**config.mk**
```make
export PLATFORM = sky130hd
export DESIGN_NAME = fhp_flash_hold_protect
export DESIGN_NICKNAME = d
export VERILOG_FILES = /design/src/hdl/fhp_pkg.sv /design/src/hdl/fhp_flash_hold_protect.sv
export SDC_FILE = /design/constraint.sdc
export NUM_CORES = 1
export LEC_CHECK = 0
export BUFFER_PORTS_ARGS = -buffer_cell sky130_fd_sc_hd__buf_2
export CORE_MARGIN = 2
export CORE_UTILIZATION = 54
export CTS_CLUSTER_SIZE = 8
export DETAILED_ROUTE_END_ITERATION = 16
export PLACE_DENSITY = 0.87
export SETUP_SLACK_MARGIN = 0.1
export SLEW_MARGIN = 25
export SYNTH_ARGS = -nofsm -noshare
export SYNTH_HDL_FRONTEND = slang
export SYNTH_SLANG_ARGS = --single-unit
```
**constraint.sdc**
```tcl
create_clock -name clock -period 3.1 [get_ports clock]
set_clock_uncertainty 0.15 [all_clocks]
set_input_delay 0.155 -clock clock [delete_from_list [all_inputs] [get_ports clock]]
set_output_delay 0.155 -clock clock [all_outputs]
set_load 0.01 [all_outputs]
```
**src/hdl/fhp_pkg.sv**
```systemverilog
/*
  Constants, pin positions and types shared by the serial flash pin-role,
  pause and erase-map logic.
  Assumes a single system clock that samples every serial pin.
*/
package fhp_pkg;
  localparam int FHP_ADDR_W = 24;
  localparam int FHP_ARRAY_W = 19;
  localparam int FHP_OP_W = 8;
  localparam int FHP_DATA_W = 8;
  localparam int FHP_CNT_W = 5;
  localparam int FHP_SH_4K = 12;
  localparam int FHP_SH_32K = 15;
  localparam int FHP_SH_64K = 16;
  localparam logic [7:0] FHP_OP_ERASE_4K = 8'h20;
  localparam logic [7:0] FHP_OP_ERASE_32K = 8'h52;
  localparam logic [7:0] FHP_OP_ERASE_64K = 8'hd8;
  localparam logic [7:0] FHP_OP_CHIP_A = 8'h60;
  localparam logic [7:0] FHP_OP_CHIP_B = 8'hc7;
  localparam logic [7:0] FHP_OP_WR_STATUS = 8'h01;
  localparam logic [4:0] FHP_CNT_OP_LAST = 5'h07;
  localparam logic [4:0] FHP_CNT_ADDR_LAST = 5'h17;
  localparam logic [4:0] FHP_CNT_DATA_LAST = 5'h07;
  localparam int FHP_PINS = 5;
  localparam int FHP_PIN_CS = 4;
  localparam int FHP_PIN_SCK = 3;
  localparam int FHP_PIN_SI = 2;
  localparam int FHP_PIN_LANE2 = 1;
  localparam int FHP_PIN_LANE3 = 0;
  localparam logic [4:0] FHP_PINS_RST = 5'h1f;
  typedef enum logic [1:0] {FHP_SZ_4K, FHP_SZ_32K, FHP_SZ_64K, FHP_SZ_CHIP} fhp_size_t;
  typedef enum logic [2:0] {
    FHP_ST_IDLE, FHP_ST_OPCODE, FHP_ST_ADDR, FHP_ST_STATUS, FHP_ST_READY, FHP_ST_IGNORE
  } fhp_state_t;
endpackage

```
**src/hdl/fhp_flash_hold_protect.sv**
```systemverilog
/*
  Serial flash command front end: write-protect / pause roles of the two
  shared lanes, pause handling and decoding of erase commands into regions.
  Assumes every serial pin is asynchronous to clock and that the serial
  clock is much slower than clock (several clock edges per phase).
  The status bits arrive from logic on the same clock.
*/
`timescale 1ns/1ns
module fhp_flash_hold_protect
  import fhp_pkg::*;
#(
  parameter int ARRAY_W = FHP_ARRAY_W
) (
  input wire logic clock,
  input wire logic rst,
  input wire logic cs_n,
  input wire logic sck,
  input wire logic si,
  input wire logic quad_lane_two_in,
  output logic quad_lane_two_out,
  output logic quad_lane_two_oe_n,
  input wire logic quad_lane_three_in,
  output logic quad_lane_three_out,
  output logic quad_lane_three_oe_n,
  input wire logic quad_enable_bit,
  input wire logic protect_mode_upper,
  input wire logic protect_mode_lower,
  output logic erase_req,
  output fhp_size_t erase_size,
  output logic [ARRAY_W-13:0] erase_region,
  output logic [ARRAY_W-1:0] erase_base,
  output logic status_wr_req,
  output logic status_wr_refused,
  output logic [FHP_DATA_W-1:0] status_wr_data,
  output logic paused,
  output logic write_protect_on
);
  localparam int RW = ARRAY_W - FHP_SH_4K;

  if (ARRAY_W < FHP_SH_64K + 1 || ARRAY_W > FHP_ADDR_W) begin : g_bad_width
    $error("ARRAY_W out of range");
  end

  // Clears the bits below the region size; the top address bits never enter
  function automatic logic [ARRAY_W-1:0] base_of(input logic [FHP_ADDR_W-1:0] a,
                                                 input fhp_size_t s);
    logic [ARRAY_W-1:0] m;
    m = a[ARRAY_W-1:0];
    case (s)
      FHP_SZ_4K: m[FHP_SH_4K-1:0] = '0;
      FHP_SZ_32K: m[FHP_SH_32K-1:0] = '0;
      FHP_SZ_64K: m[FHP_SH_64K-1:0] = '0;
      default: m = '0;
    endcase
    return m;
  endfunction

  logic [FHP_PINS-1:0] pin_s1_q, pin_s2_q, pin_s3_q;
  always_ff @(posedge clock) begin
    if (rst) begin
      pin_s1_q <= FHP_PINS_RST;
      pin_s2_q <= FHP_PINS_RST;
      pin_s3_q <= FHP_PINS_RST;
    end else begin
      pin_s1_q <= {cs_n, sck, si, quad_lane_two_in, quad_lane_three_in};
      pin_s2_q <= pin_s1_q;
      pin_s3_q <= pin_s2_q;
    end
  end

  logic cs_low, cs_fall, cs_rise, sck_low, sck_rise, hold_fn, hold_fall, hold_rise;
  logic wp_mode, wp_low;
  assign cs_low = ~pin_s2_q[FHP_PIN_CS];
  assign cs_fall = pin_s3_q[FHP_PIN_CS] & ~pin_s2_q[FHP_PIN_CS];
  assign cs_rise = ~pin_s3_q[FHP_PIN_CS] & pin_s2_q[FHP_PIN_CS];
  assign sck_low = ~pin_s2_q[FHP_PIN_SCK];
  assign sck_rise = ~pin_s3_q[FHP_PIN_SCK] & pin_s2_q[FHP_PIN_SCK];
  assign hold_fn = ~quad_enable_bit;
  assign hold_fall = pin_s3_q[FHP_PIN_LANE3] & ~pin_s2_q[FHP_PIN_LANE3];
  assign hold_rise = ~pin_s3_q[FHP_PIN_LANE3] & pin_s2_q[FHP_PIN_LANE3];
  assign wp_mode = ~quad_enable_bit & ~protect_mode_upper & protect_mode_lower;
  assign wp_low = ~pin_s2_q[FHP_PIN_LANE2];

  logic paused_q;
  always_ff @(posedge clock) begin
    if (rst || !cs_low || !hold_fn) begin
      paused_q <= 1'b0;
    end else if (!paused_q && hold_fall && sck_low) begin
      paused_q <= 1'b1;
    end else if (paused_q && hold_rise && sck_low) begin
      paused_q <= 1'b0;
    end
  end

  // Serial clock edges are dropped while paused, so progress simply freezes
  logic bit_take;
  assign bit_take = sck_rise & cs_low & ~paused_q;

  fhp_state_t state_q;
  logic [FHP_CNT_W-1:0] cnt_q;
  logic [FHP_ADDR_W-1:0] sh_q;
  logic [FHP_OP_W-1:0] op_q;
  logic [FHP_OP_W-1:0] op_next;
  assign op_next = {sh_q[FHP_OP_W-2:0], pin_s2_q[FHP_PIN_SI]};

  always_ff @(posedge clock) begin
    if (rst) begin
      state_q <= FHP_ST_IDLE;
      cnt_q <= '0;
      sh_q <= '0;
      op_q <= '0;
    end else if (cs_fall) begin
      state_q <= FHP_ST_OPCODE;
      cnt_q <= '0;
    end else if (cs_rise || !cs_low) begin
      // Early deselect drops the command without any action
      state_q <= FHP_ST_IDLE;
    end else if (bit_take && state_q != FHP_ST_READY && state_q != FHP_ST_IGNORE &&
                 state_q != FHP_ST_IDLE) begin
      sh_q <= {sh_q[FHP_ADDR_W-2:0], pin_s2_q[FHP_PIN_SI]};
      cnt_q <= cnt_q + 5'h01;
      case (state_q)
        FHP_ST_OPCODE: begin
          if (cnt_q == FHP_CNT_OP_LAST) begin
            op_q <= op_next;
            cnt_q <= '0;
            case (op_next)
              FHP_OP_ERASE_4K, FHP_OP_ERASE_32K, FHP_OP_ERASE_64K: state_q <= FHP_ST_ADDR;
              FHP_OP_CHIP_A, FHP_OP_CHIP_B: state_q <= FHP_ST_READY;
              FHP_OP_WR_STATUS: state_q <= FHP_ST_STATUS;
              default: state_q <= FHP_ST_IGNORE;
            endcase
          end
        end
        FHP_ST_ADDR: begin
          if (cnt_q == FHP_CNT_ADDR_LAST) begin
            state_q <= FHP_ST_READY;
          end
        end
        FHP_ST_STATUS: begin
          if (cnt_q == FHP_CNT_DATA_LAST) begin
            state_q <= FHP_ST_READY;
          end
        end
        default: state_q <= state_q;
      endcase
    end
  end

  logic issue;
  fhp_size_t size_d;
  logic [ARRAY_W-1:0] base_d;
  logic [RW-1:0] region_d;
  assign issue = cs_rise && state_q == FHP_ST_READY;

  always_comb begin
    case (op_q)
      FHP_OP_ERASE_4K: size_d = FHP_SZ_4K;
      FHP_OP_ERASE_32K: size_d = FHP_SZ_32K;
      FHP_OP_ERASE_64K: size_d = FHP_SZ_64K;
      default: size_d = FHP_SZ_CHIP;
    endcase
    base_d = base_of(sh_q, size_d);
    case (size_d)
      FHP_SZ_4K: region_d = base_d[ARRAY_W-1:FHP_SH_4K];
      FHP_SZ_32K: region_d = RW'(base_d[ARRAY_W-1:FHP_SH_32K]);
      FHP_SZ_64K: region_d = RW'(base_d[ARRAY_W-1:FHP_SH_64K]);
      default: region_d = '0;
    endcase
  end

  logic erase_req_q, st_req_q, st_ref_q;
  fhp_size_t erase_size_q;
  logic [RW-1:0] erase_region_q;
  logic [ARRAY_W-1:0] erase_base_q;
  logic [FHP_DATA_W-1:0] st_data_q;
  always_ff @(posedge clock) begin
    if (rst) begin
      erase_req_q <= 1'b0;
      erase_size_q <= FHP_SZ_4K;
      erase_region_q <= '0;
      erase_base_q <= '0;
    end else begin
      erase_req_q <= issue && op_q != FHP_OP_WR_STATUS;
      if (issue && op_q != FHP_OP_WR_STATUS) begin
        erase_size_q <= size_d;
        erase_region_q <= region_d;
        erase_base_q <= base_d;
      end
    end
  end

  always_ff @(posedge clock) begin
    if (rst) begin
      st_req_q <= 1'b0;
      st_ref_q <= 1'b0;
      st_data_q <= '0;
    end else begin
      st_req_q <= issue && op_q == FHP_OP_WR_STATUS && !(wp_mode && wp_low);
      st_ref_q <= issue && op_q == FHP_OP_WR_STATUS && wp_mode && wp_low;
      if (issue && op_q == FHP_OP_WR_STATUS && !(wp_mode && wp_low)) begin
        st_data_q <= sh_q[FHP_DATA_W-1:0];
      end
    end
  end

  // Lanes are only ever received here; quad data drive belongs to the data path
  logic wp_on_q, lane_oe_n_q;
  always_ff @(posedge clock) begin
    if (rst) begin
      wp_on_q <= 1'b0;
      lane_oe_n_q <= 1'b1;
    end else begin
      wp_on_q <= wp_mode && wp_low;
      lane_oe_n_q <= 1'b1;
    end
  end

  assign quad_lane_two_out = 1'b0 & lane_oe_n_q;
  assign quad_lane_three_out = 1'b0 & lane_oe_n_q;
  assign quad_lane_two_oe_n = lane_oe_n_q;
  assign quad_lane_three_oe_n = lane_oe_n_q;
  assign erase_req = erase_req_q;
  assign erase_size = erase_size_q;
  assign erase_region = erase_region_q;
  assign erase_base = erase_base_q;
  assign status_wr_req = st_req_q;
  assign status_wr_refused = st_ref_q;
  assign status_wr_data = st_data_q;
  assign paused = paused_q;
  assign write_protect_on = wp_on_q;
endmodule

```
## Word-level counts from Yosys, hierarchy flattened

Index checks and enable logic that the tools add are counted.

| storage, ports and cells | value |
|---|---|
| bits in writable memories | 0 |
| logic and storage cells | 119 |
| bits in read-only memories | 0 |
| flip-flop bits (word level) | 79 |
| latch bits | 0 |
| input bits | 10 |
| memories kept | 0 |
| output and inout bits | 45 |

| cells by class | value |
|---|---|
| order comparisons | 0 |
| reduce and logical (&&, ||, !) cells | 36 |
| multiplexer cells | 17 |
| bitwise gates (word level) | 21 |
| add/sub/neg operators | 1 |
| equal/unequal tests | 27 |
| shifts and indexed selects | 0 |
| multipliers | 0 |
| div/mod/pow operators | 0 |

Operators by type and width:

| cell | count |
|---|---|
| equality test 8 x 7 -> 1 bit (second input constant) | 3 |
| equality test 8 bit (second input constant) | 3 |
| one-hot mux 7 bit (3 select lines) | 1 |
| one-hot mux 3 bit (3 select lines) | 2 |
| equality test 8 x 1 -> 1 bit (second input constant) | 2 |
| equality test 8 x 6 -> 1 bit (second input constant) | 2 |
| 2-to-1 mux 3 bit | 5 |
| AND reduction 5 bit | 3 |
| logical AND 1 bit | 14 |
| inequality test 4 bit (second input constant) | 3 |
| NOT 1 bit | 12 |
| 2-to-1 mux 5 bit | 2 |
| bitwise AND 1 bit | 9 |
| nonzero test 3 bit | 3 |
| OR reduction 3 bit | 3 |
| inequality test 8 x 1 -> 1 bit (second input constant) | 1 |
| equality test 3 x 2 -> 1 bit (second input constant) | 2 |
| 2-to-1 mux 1 bit | 6 |
| inequality test 2 bit (second input constant) | 3 |
| inequality test 3 bit (second input constant) | 2 |
| one-hot mux 2 bit (3 select lines) | 1 |
| OR reduction 2 bit | 3 |
| adder 5 x 1 -> 5 bit (second input constant) | 1 |
| equality test 5 x 3 -> 1 bit (second input constant) | 1 |
| 12 further kinds | 15 |

## Longest topological paths before layout

Gate-level depths: netlist of run 1.

| logic depth | value |
|---|---|
| word-level depth | 10 |
| depth in mapped cells | 7 |
| mapped depth without buffers | 6 |

## Worst setup path before layout of run 1

No wires, ideal clock.

| path | value |
|---|---|
| path type | register to register |
| start | register op_q[1] |
| end | register st_data_q[4], in the netlist status_wr_data[4] |
| clock period less this slack | 2,192 ps |
| library setup time | 128 ps |
| cell stages (with the launch flop) | 7 |
| arrival time | 1,914 ps |
| path slack | 908 ps |
| required time | 2,822 ps |
| path through | dfxtp_1 or4_4 or4b_4 nor3b_2 buf_6 mux2i_1 nor2_1 |

| on the way | value |
|---|---|
| cells in the longest elaborated chain, start to end | 3 |

Ends and longest elaborated chain:

| element | line | text |
|---|---|---|
| start: declaration | fhp_flash_hold_protect.sv:102 | `logic [FHP_OP_W-1:0] op_q;` |
| start signal: assignment | fhp_flash_hold_protect.sv:125 | `op_q <= op_next;` |
| equality test 8 x 1 -> 1 bit | fhp_flash_hold_protect.sv:201 | `if (issue && op_q == FHP_OP_WR_STATUS && !(wp_mode && wp_low)) begin` |
| logical AND 1 bit (2 in series) | fhp_flash_hold_protect.sv:201 |  |
| end signal: assignment | fhp_flash_hold_protect.sv:202 | `st_data_q <= sh_q[FHP_DATA_W-1:0];` |
| end: declaration | fhp_flash_hold_protect.sv:176 | `logic [FHP_DATA_W-1:0] st_data_q;` |

Every way passes these cells.
A chain may end at the register's enable or synchronous reset.

## Final worst setup path of run 1

| path | value |
|---|---|
| start | register pin_s2_q[4] |
| end | register sh_q[14] |

| on the way | value |
|---|---|
| cells in the longest elaborated chain, start to end | 7 |

Ends and longest elaborated chain:

| element | line | text |
|---|---|---|
| start: declaration | fhp_flash_hold_protect.sv:58 | `logic [FHP_PINS-1:0] pin_s1_q, pin_s2_q, pin_s3_q;` |
| start signal: assignment | fhp_flash_hold_protect.sv:66 | `pin_s2_q <= pin_s1_q;` |
| NOT 1 bit | fhp_flash_hold_protect.sv:73, fhp_flash_hold_protect.sv:74 |  |
| bitwise AND 1 bit (2 in series) | fhp_flash_hold_protect.sv:97 | `assign bit_take = sck_rise & cs_low & ~paused_q;` |
| logical AND 1 bit (3 in series) | fhp_flash_hold_protect.sv:118 | `end else if (bit_take && state_q != FHP_ST_READY && state_q != FHP_ST_IGNORE &&` |
| AND reduction 3 bit (no source line) (*) | n/a |  |
| end signal: assignment | fhp_flash_hold_protect.sv:120 | `sh_q <= {sh_q[FHP_ADDR_W-2:0], pin_s2_q[FHP_PIN_SI]};` |
| end: declaration | fhp_flash_hold_protect.sv:101 | `logic [FHP_ADDR_W-1:0] sh_q;` |

Mark *: on every way between the ends. The rest lies on a longest branch, timed or not.

==> flow_metrics.tcl, run 1 <==
set metrics [dict create \
    ioPinCount 55 \
    syn_inst 349 \
    overflow 0 \
    finalNetCount 398 \
    clkTransAtPathRegs_ns 0.08 \
    hold_viol 0 \
    worstHoldStart "protect_mode_lower" \
    fin_tns_setup_ns 0 \
    final_core_util 0.642 \
    p_per_area_nw_per_um2 499 \
    ant_nets 0 \
    ys_warn_count 0 \
    min_period_ns 2.35 \
    grt_setup_unrepaired "false" \
    synth_edf_count 0 \
    synth_xor_area_frac 0.00549 \
    ys_seq_area_frac 0.483 \
    critPathLaunchType "flip-flop" \
    antenna_found_initial 0 \
    yosys.area_share.simple 0.239 \
    instances_no_fill 463 \
    synth-adder-area-share 0.00392 \
    hp-class "input port to flip-flop" \
    fillerInstances 451 \
    ys_ff_latch 77 \
    drc 0 \
    cts_sinks 77 \
    port_buffers 38 \
    criticalPathCategory "flip-flop to flip-flop" \
    whs_path_depth 3 \
    cp.arrival_ns 2.40 \
    layout_commonest_cell "dfxtp_1" \
    multi_input_area_sq_um 1470 \
    relSlewSlack 0.428 \
    rows 27 \
    drt_iter0_drc 193 \
    crit_path_max_fanout 19 \
    vias_per_cell 5.26 \
    routabilityCongestion 0.834 \
    dp_hpwl_microns 4060 \
    die_area_sq_um 6540 \
    synthFlopType "dfxtp_1" \
    insertion_delay_ns 0.34 \
    synth_mux_area_frac 0.113 \
    syn-cell-area_sq_um 3190 \
    slew_violations 0 \
    grt_pass1_vias 2232 \
    reg2reg_slack_ns 0.75 \
    area_growth_pct 12.9 \
    r2r_cells 5 \
    diodes 0 \
    start_util 0.569 \
    irDropWorstVdd_uv 293 \
    fin_crit_sh 0.759 \
    cts_hold_buffers 7 \
    wl_microns 6030 \
    cts_max_path_buffers 2 \
    rr_startpoint "pin_s2_q[4]" \
    cts_root_buffer "clkbuf_8" \
    r2r_end "sh_q[14]" \
    final_cell_mix "77 x dfxtp_1, 57 x nor2_1, 38 x buf_2, 36 x mux2i_1, 24 x nand2_1" \
    synth_area_per_cell_sq_um 9.14 \
    die_x_microns 80.9 \
    drive_above_1_share 0.207 \
    synth_top_family_by_area "simple AND/OR/NAND/NOR gates" \
    wl_per_cell_microns 13.0 \
    dr.pass1.iters 4 \
    numCtsBuffers 9 \
    maxCapViolCount 0 \
    vias 2435 \
    hold_end "write_protect_on" \
    cts_resized 0 \
    coreArea_sq_um 5610 \
    die_h_microns 80.9 \
    synth_cell_type_count 49 \
    fmax_mhz 425 \
    setup_viol 0 \
    power_mw 1.80 \
    track_usage 0.200 \
    crit_required_ns 3.14 \
    cts_tree "built" \
    synth_compound_area_frac 0.0804 \
    post_cts_buffers 0 \
    regArea_sq_um 1540 \
    cp-end-kind "flip-flop" \
    leakage_nw 1.61 \
    worst_slew_pin_slew_ns 0.859 \
    grt_start_max_net_pins 53 \
    async_flop_share 0 \
    grt_pass1_wl_microns 9940 \
    status "finished clean" \
    dp_cells 441 \
    htree_levels 3 \
]
per-layer routing:
layer  part of all wire  vias to the layer above  routed length (microns)  GRT usage
met5                  0                        -                        0          0
met4              0.030                        0                      180      0.127
met3              0.053                       16                      317     0.0456
met2               0.47                       74                     2810      0.313
met1               0.45                     1110                     2720      0.247
li1                   -                     1235                        -          -
where the power goes:
group / total (mW) / leakage (nW) / internal, mW / switching (mW)
clock network: 0.747 / 0.101 / 0.408 / 0.339
registers: 1.00 / 0.623 / 0.996 / 0.00504
logic: 0.0493 / 0.888 / 0.0186 / 0.0307
synth_stat cells, types with 3 or more instances:
master,number,share of area
nand2b_1,4,0.0078
a211oi_1,5,0.012
nand4_1,3,0.0059
and2_1,3,0.0059
dfxtp_1,77,0.48
or2_2,15,0.029
nand2_1,24,0.028
clkbuf_1,12,0.014
inv_1,5,0.0059
buf_2,5,0.0078
nor3_1,10,0.016
a22oi_1,3,0.0071
nand3_1,10,0.016
a21oi_1,18,0.028
nor4_1,4,0.0078
mux2i_1,36,0.11
nor2_1,57,0.067
buf_4,16,0.038
o21ai_0,3,0.0047
cell type report:
class                   instances  area share
flip-flops and latches         77       0.428
multi-input cells             246       0.408
repair buffers                 48      0.0785
clock buffers                  11      0.0420
well taps                      72      0.0250
clock inverters                 4      0.0132
inverters                       5     0.00521
worst max path at each step:
| stage | startpoint | endpoint | slack (ns) | cells after the start |
|---|---|---|---|---|
| after floorplan | op_q[1] | status_wr_data[4] | 0.91 | 6 |
| after global routing | pin_s2_q[4] | sh_q[0] | 0.60 | 5 |
| after CTS | pin_s2_q[4] | sh_q[14] | 0.75 | 5 |
| final | pin_s2_q[4] | sh_q[14] | 0.75 | 5 |
| after global placement | op_q[1] | status_wr_data[3] | 0.82 | 6 |
| after detailed placement | pin_s2_q[4] | sh_q[14] | 0.78 | 5 |
worst max-delay path, cell delays in order (launching register included):
cell and delay, ns:
dfxtp_1 0.39, or4b_1 0.58, a21oi_2 0.31, nand2_2 0.42, mux2i_1 0.29, nor2_1 0.06
through the flow:
stage | worst slack, ns | hold slack [ns] | cell area (sq um)
finish | 0.748 | 0.0791 | 3600
global route | 0.603 | 0.0861 | 3600
CTS | 0.754 | 0.0597 | 3600
detailed placement | 0.777 | 0.189 | 3330
global placement | 0.824 | 0.185 | 3330
floorplan | 0.908 | 0.0835 | 3240
registers in the layout, summed over array words and instances (netlist names):
signal             flops
op_q                   8
write_protect_on       1
erase_base             7
sh_q                  19
erase_size             2
pin_s2_q               5
pin_s1_q               5
erase_region           7
status_wr_refused      1
status_wr_data         8
paused                 1
state_q                3
erase_req              1
pin_s3_q               3
status_wr_req          1
cnt_q                  5
kinds of logic (layout without fill, tap and decap cells):
| family | after synthesis | count (layout) |
|---|---|---|
| AO/OA/AOI/OAI | 40 | 40 |
| XOR/XNOR | 2 | 2 |
| adder cells (fa/ha/maj) | 1 | 1 |
| buffers and inverters | 40 | 68 |
| flip-flops | 77 | 77 |
| multiplexers | 36 | 36 |
| other | 2 | 16 |
| AND/OR/NAND/NOR | 151 | 151 |
Power figures use the tool's default switching activity.
==> run 2, diff against run 1 <==
--- a/config.mk
+++ b/config.mk
@@ -7,10 +7,10 @@
 export LEC_CHECK = 0
 export BUFFER_PORTS_ARGS = -buffer_cell sky130_fd_sc_hd__buf_2
 export CORE_MARGIN = 2
-export CORE_UTILIZATION = 54
+export CORE_UTILIZATION = 50
 export CTS_CLUSTER_SIZE = 8
 export DETAILED_ROUTE_END_ITERATION = 16
-export PLACE_DENSITY = 0.87
+export PLACE_DENSITY = 0.85
 export SETUP_SLACK_MARGIN = 0.1
 export SLEW_MARGIN = 25
 export SYNTH_ARGS = -nofsm -noshare
==> constraint.sdc (replaced) <==
create_clock -name clock -period 1.9 [get_ports clock]
set_clock_uncertainty 0.15 [all_clocks]
set_input_delay 0.095 -clock clock [delete_from_list [all_inputs] [get_ports clock]]
set_output_delay 0.095 -clock clock [all_outputs]
set_load 0.01 [all_outputs]
==> run 2 against run 1 <==
Compared with the run above:
- the flow now finishes with violations (negative hold slack, negative setup slack)
- setup slack lost 1.2 ns
- clock-buffer cell count shrank 1
- clock power grew 61%
- worst hold slack lost 0.17 ns
- maximum frequency grew 2.0%
- die area grew 7.6%
- register-to-register slack lost 1.2 ns
- critical path depth grew 1
- sequential share of layout area shrank 6.5 points
- design area grew 18%
- routed wire length grew 36%
- global-route usage grew 2.9 points
- critical endpoint is now status_wr_data[6]
==> flow_metrics.tcl, run 2 (synthesis results as in run 1) <==
set metrics [dict create \
    antenna_found_initial 0 \
    stdcell_area_sq_um 4250 \
    insertion_delay_ns 0.36 \
    vias 2844 \
    numCtsBuffers 9 \
    fin_crit_sh 1.21 \
    cts_tree "built" \
    hp-class "input port to flip-flop" \
    drt_iter0_drc 312 \
    htree_levels 3 \
    cp-end-kind "flip-flop" \
    cp_slowest_cell "or4_4" \
    r2r_cells 6 \
    dp_cells 472 \
    drive_above_1_share 0.337 \
    criticalPathCategory "flip-flop to flip-flop" \
    cts_sinks 77 \
    track_usage 0.228 \
    worst_slew_pin_slew_ns 0.716 \
    maxCapViolCount 0 \
    drc 0 \
    coreArea_sq_um 6240 \
    r2r_end "status_wr_data[6]" \
    relSlewSlack 0.516 \
    cts_root_buffer "clkbuf_8" \
    area_growth_pct 33.4 \
    p_per_area_nw_per_um2 690 \
    grt_setup_unrepaired "true" \
    die_h_microns 83.9 \
    die_x_microns 83.9 \
    routabilityCongestion 0.793 \
    finalNetCount 442 \
    path_cells "or4_4 -> or4b_4 -> nor3b_2 -> buf_6 -> mux2i_1 -> nor2_1" \
    grt_pass1_wl_microns 12700 \
    critPathLaunchType "flip-flop" \
    ant_nets 0 \
    rows 29 \
    hold_viol 2 \
    crit_end "status_wr_data[6]" \
    violations "negative hold slack, negative setup slack" \
    min_period_ns 2.31 \
    final_cell_mix "76 x dfxtp_1, 53 x nor2_1, 38 x buf_2, 35 x mux2i_1, 26 x buf_4" \
    layout_commonest_cell "dfxtp_1" \
    ioPinCount 55 \
    cp.arrival_ns 2.39 \
    slew_violations 0 \
    fillerInstances 430 \
    diodes 0 \
    power_mw 2.93 \
    largest_register_ffs 19 \
    rr_startpoint "op_q[1]" \
    setup_ws_ns -0.405 \
    grt_pass1_vias 2703 \
    top_register "sh_q" \
    leakage_nw 1.84 \
    overflow 0 \
    die_area_sq_um 7030 \
    reg2reg_slack_ns -0.41 \
    instances_no_fill 513 \
    cp-startpoint "op_q[1]" \
    start_util 0.511 \
    irDropWorstVdd_uv 850 \
    dr.pass1.iters 5 \
    critical-path-max-stage-delay_ns 0.54 \
    final_core_util 0.682 \
    clkTransAtPathRegs_ns 0.08 \
    cts_hold_buffers 11 \
    vias_per_cell 5.54 \
    fmax_mhz 434 \
    cts_max_path_buffers 2 \
    setup_viol 42 \
    multi_input_area_sq_um 1710 \
    dpl_cell_area_sq_um 3570 \
    regArea_sq_um 1540 \
    dp_hpwl_microns 4510 \
    grt_start_max_net_pins 32 \
    crit_path_max_fanout 9 \
    port_buffers 38 \
    fin_hold_ws_ns -0.0882 \
    wl_per_cell_microns 16.0 \
    wl_microns 8230 \
    crit_required_ns 1.99 \
    status "finished, violations left" \
]
[run 2: cell count changes in the layout (fill, tap and decap cells not counted), sizes merged]
cell         change
buf             +35
dlygate4sd3      +4
nand2            +3
and2             +1
clkinv           +1
clkinvlp         +1
[run 2: final cells by class]
type,count,share of cell area
Inverter,5,0.00441
Tap cell,77,0.0226
Clock buffer,10,0.0300
Timing Repair Buffer,88,0.164
Clock inverter,6,0.0150
Sequential cell,77,0.363
Multi-Input combinational cell,250,0.401
[run 2: per-stage QoR]
stage | setup slack [ns] | TNS (ns)
2_1_floorplan | -0.292 | -5.61
3_3_place_gp | -0.333 | -7.71
3_5_place_dp | -0.384 | -8.90
4_1_cts | -0.387 | -8.77
5_1_grt | -0.462 | -12.40
6_report | -0.405 | -9.96
[run 2: repair_timing]
action,in CTS,in global routing
endpoints found under the setup margin,57,61
pin swaps,11,10
endpoints found under the hold margin,14,2
resized for setup,24,21
cloned,4,1
setup buffers,8,3
[run 2: report_power, final]
part	switching [mW]	leakage, nW	internal (mW)
registers	0.00520	0.623	1.62
clock network	0.598	0.0923	0.604
logic	0.0603	1.13	0.0418
total	0.663	1.84	2.27
[run 2: critical path, delay by kind of cell (launching register included)]
family	cells	cell delay, ns
multiplexers	1	0.22
AND/OR/NAND/NOR	4	1.32
buffers and inverters	1	0.19
flip-flops	1	0.32
[run 2: worst min-delay path by stage]
stage                             to  slack (ns)               start  cells after the start
floorplan                     paused        0.02     quad_enable_bit                      1
global placement         pin_s1_q[1]        0.13    quad_lane_two_in                      2
detailed placement       pin_s1_q[1]        0.13    quad_lane_two_in                      2
CTS                 write_protect_on        -0.1  protect_mode_upper                      3
global route        write_protect_on       -0.10  protect_mode_upper                      3
finish              write_protect_on       -0.09  protect_mode_upper                      3
[run 2: metal layers]
layer	track usage	up-vias	routed length, microns
li1	-	1329	-
met1	0.265	1324	3250
met2	0.375	153	4000
met3	0.0653	38	590
met4	0.132	0	381
met5	0	-	0
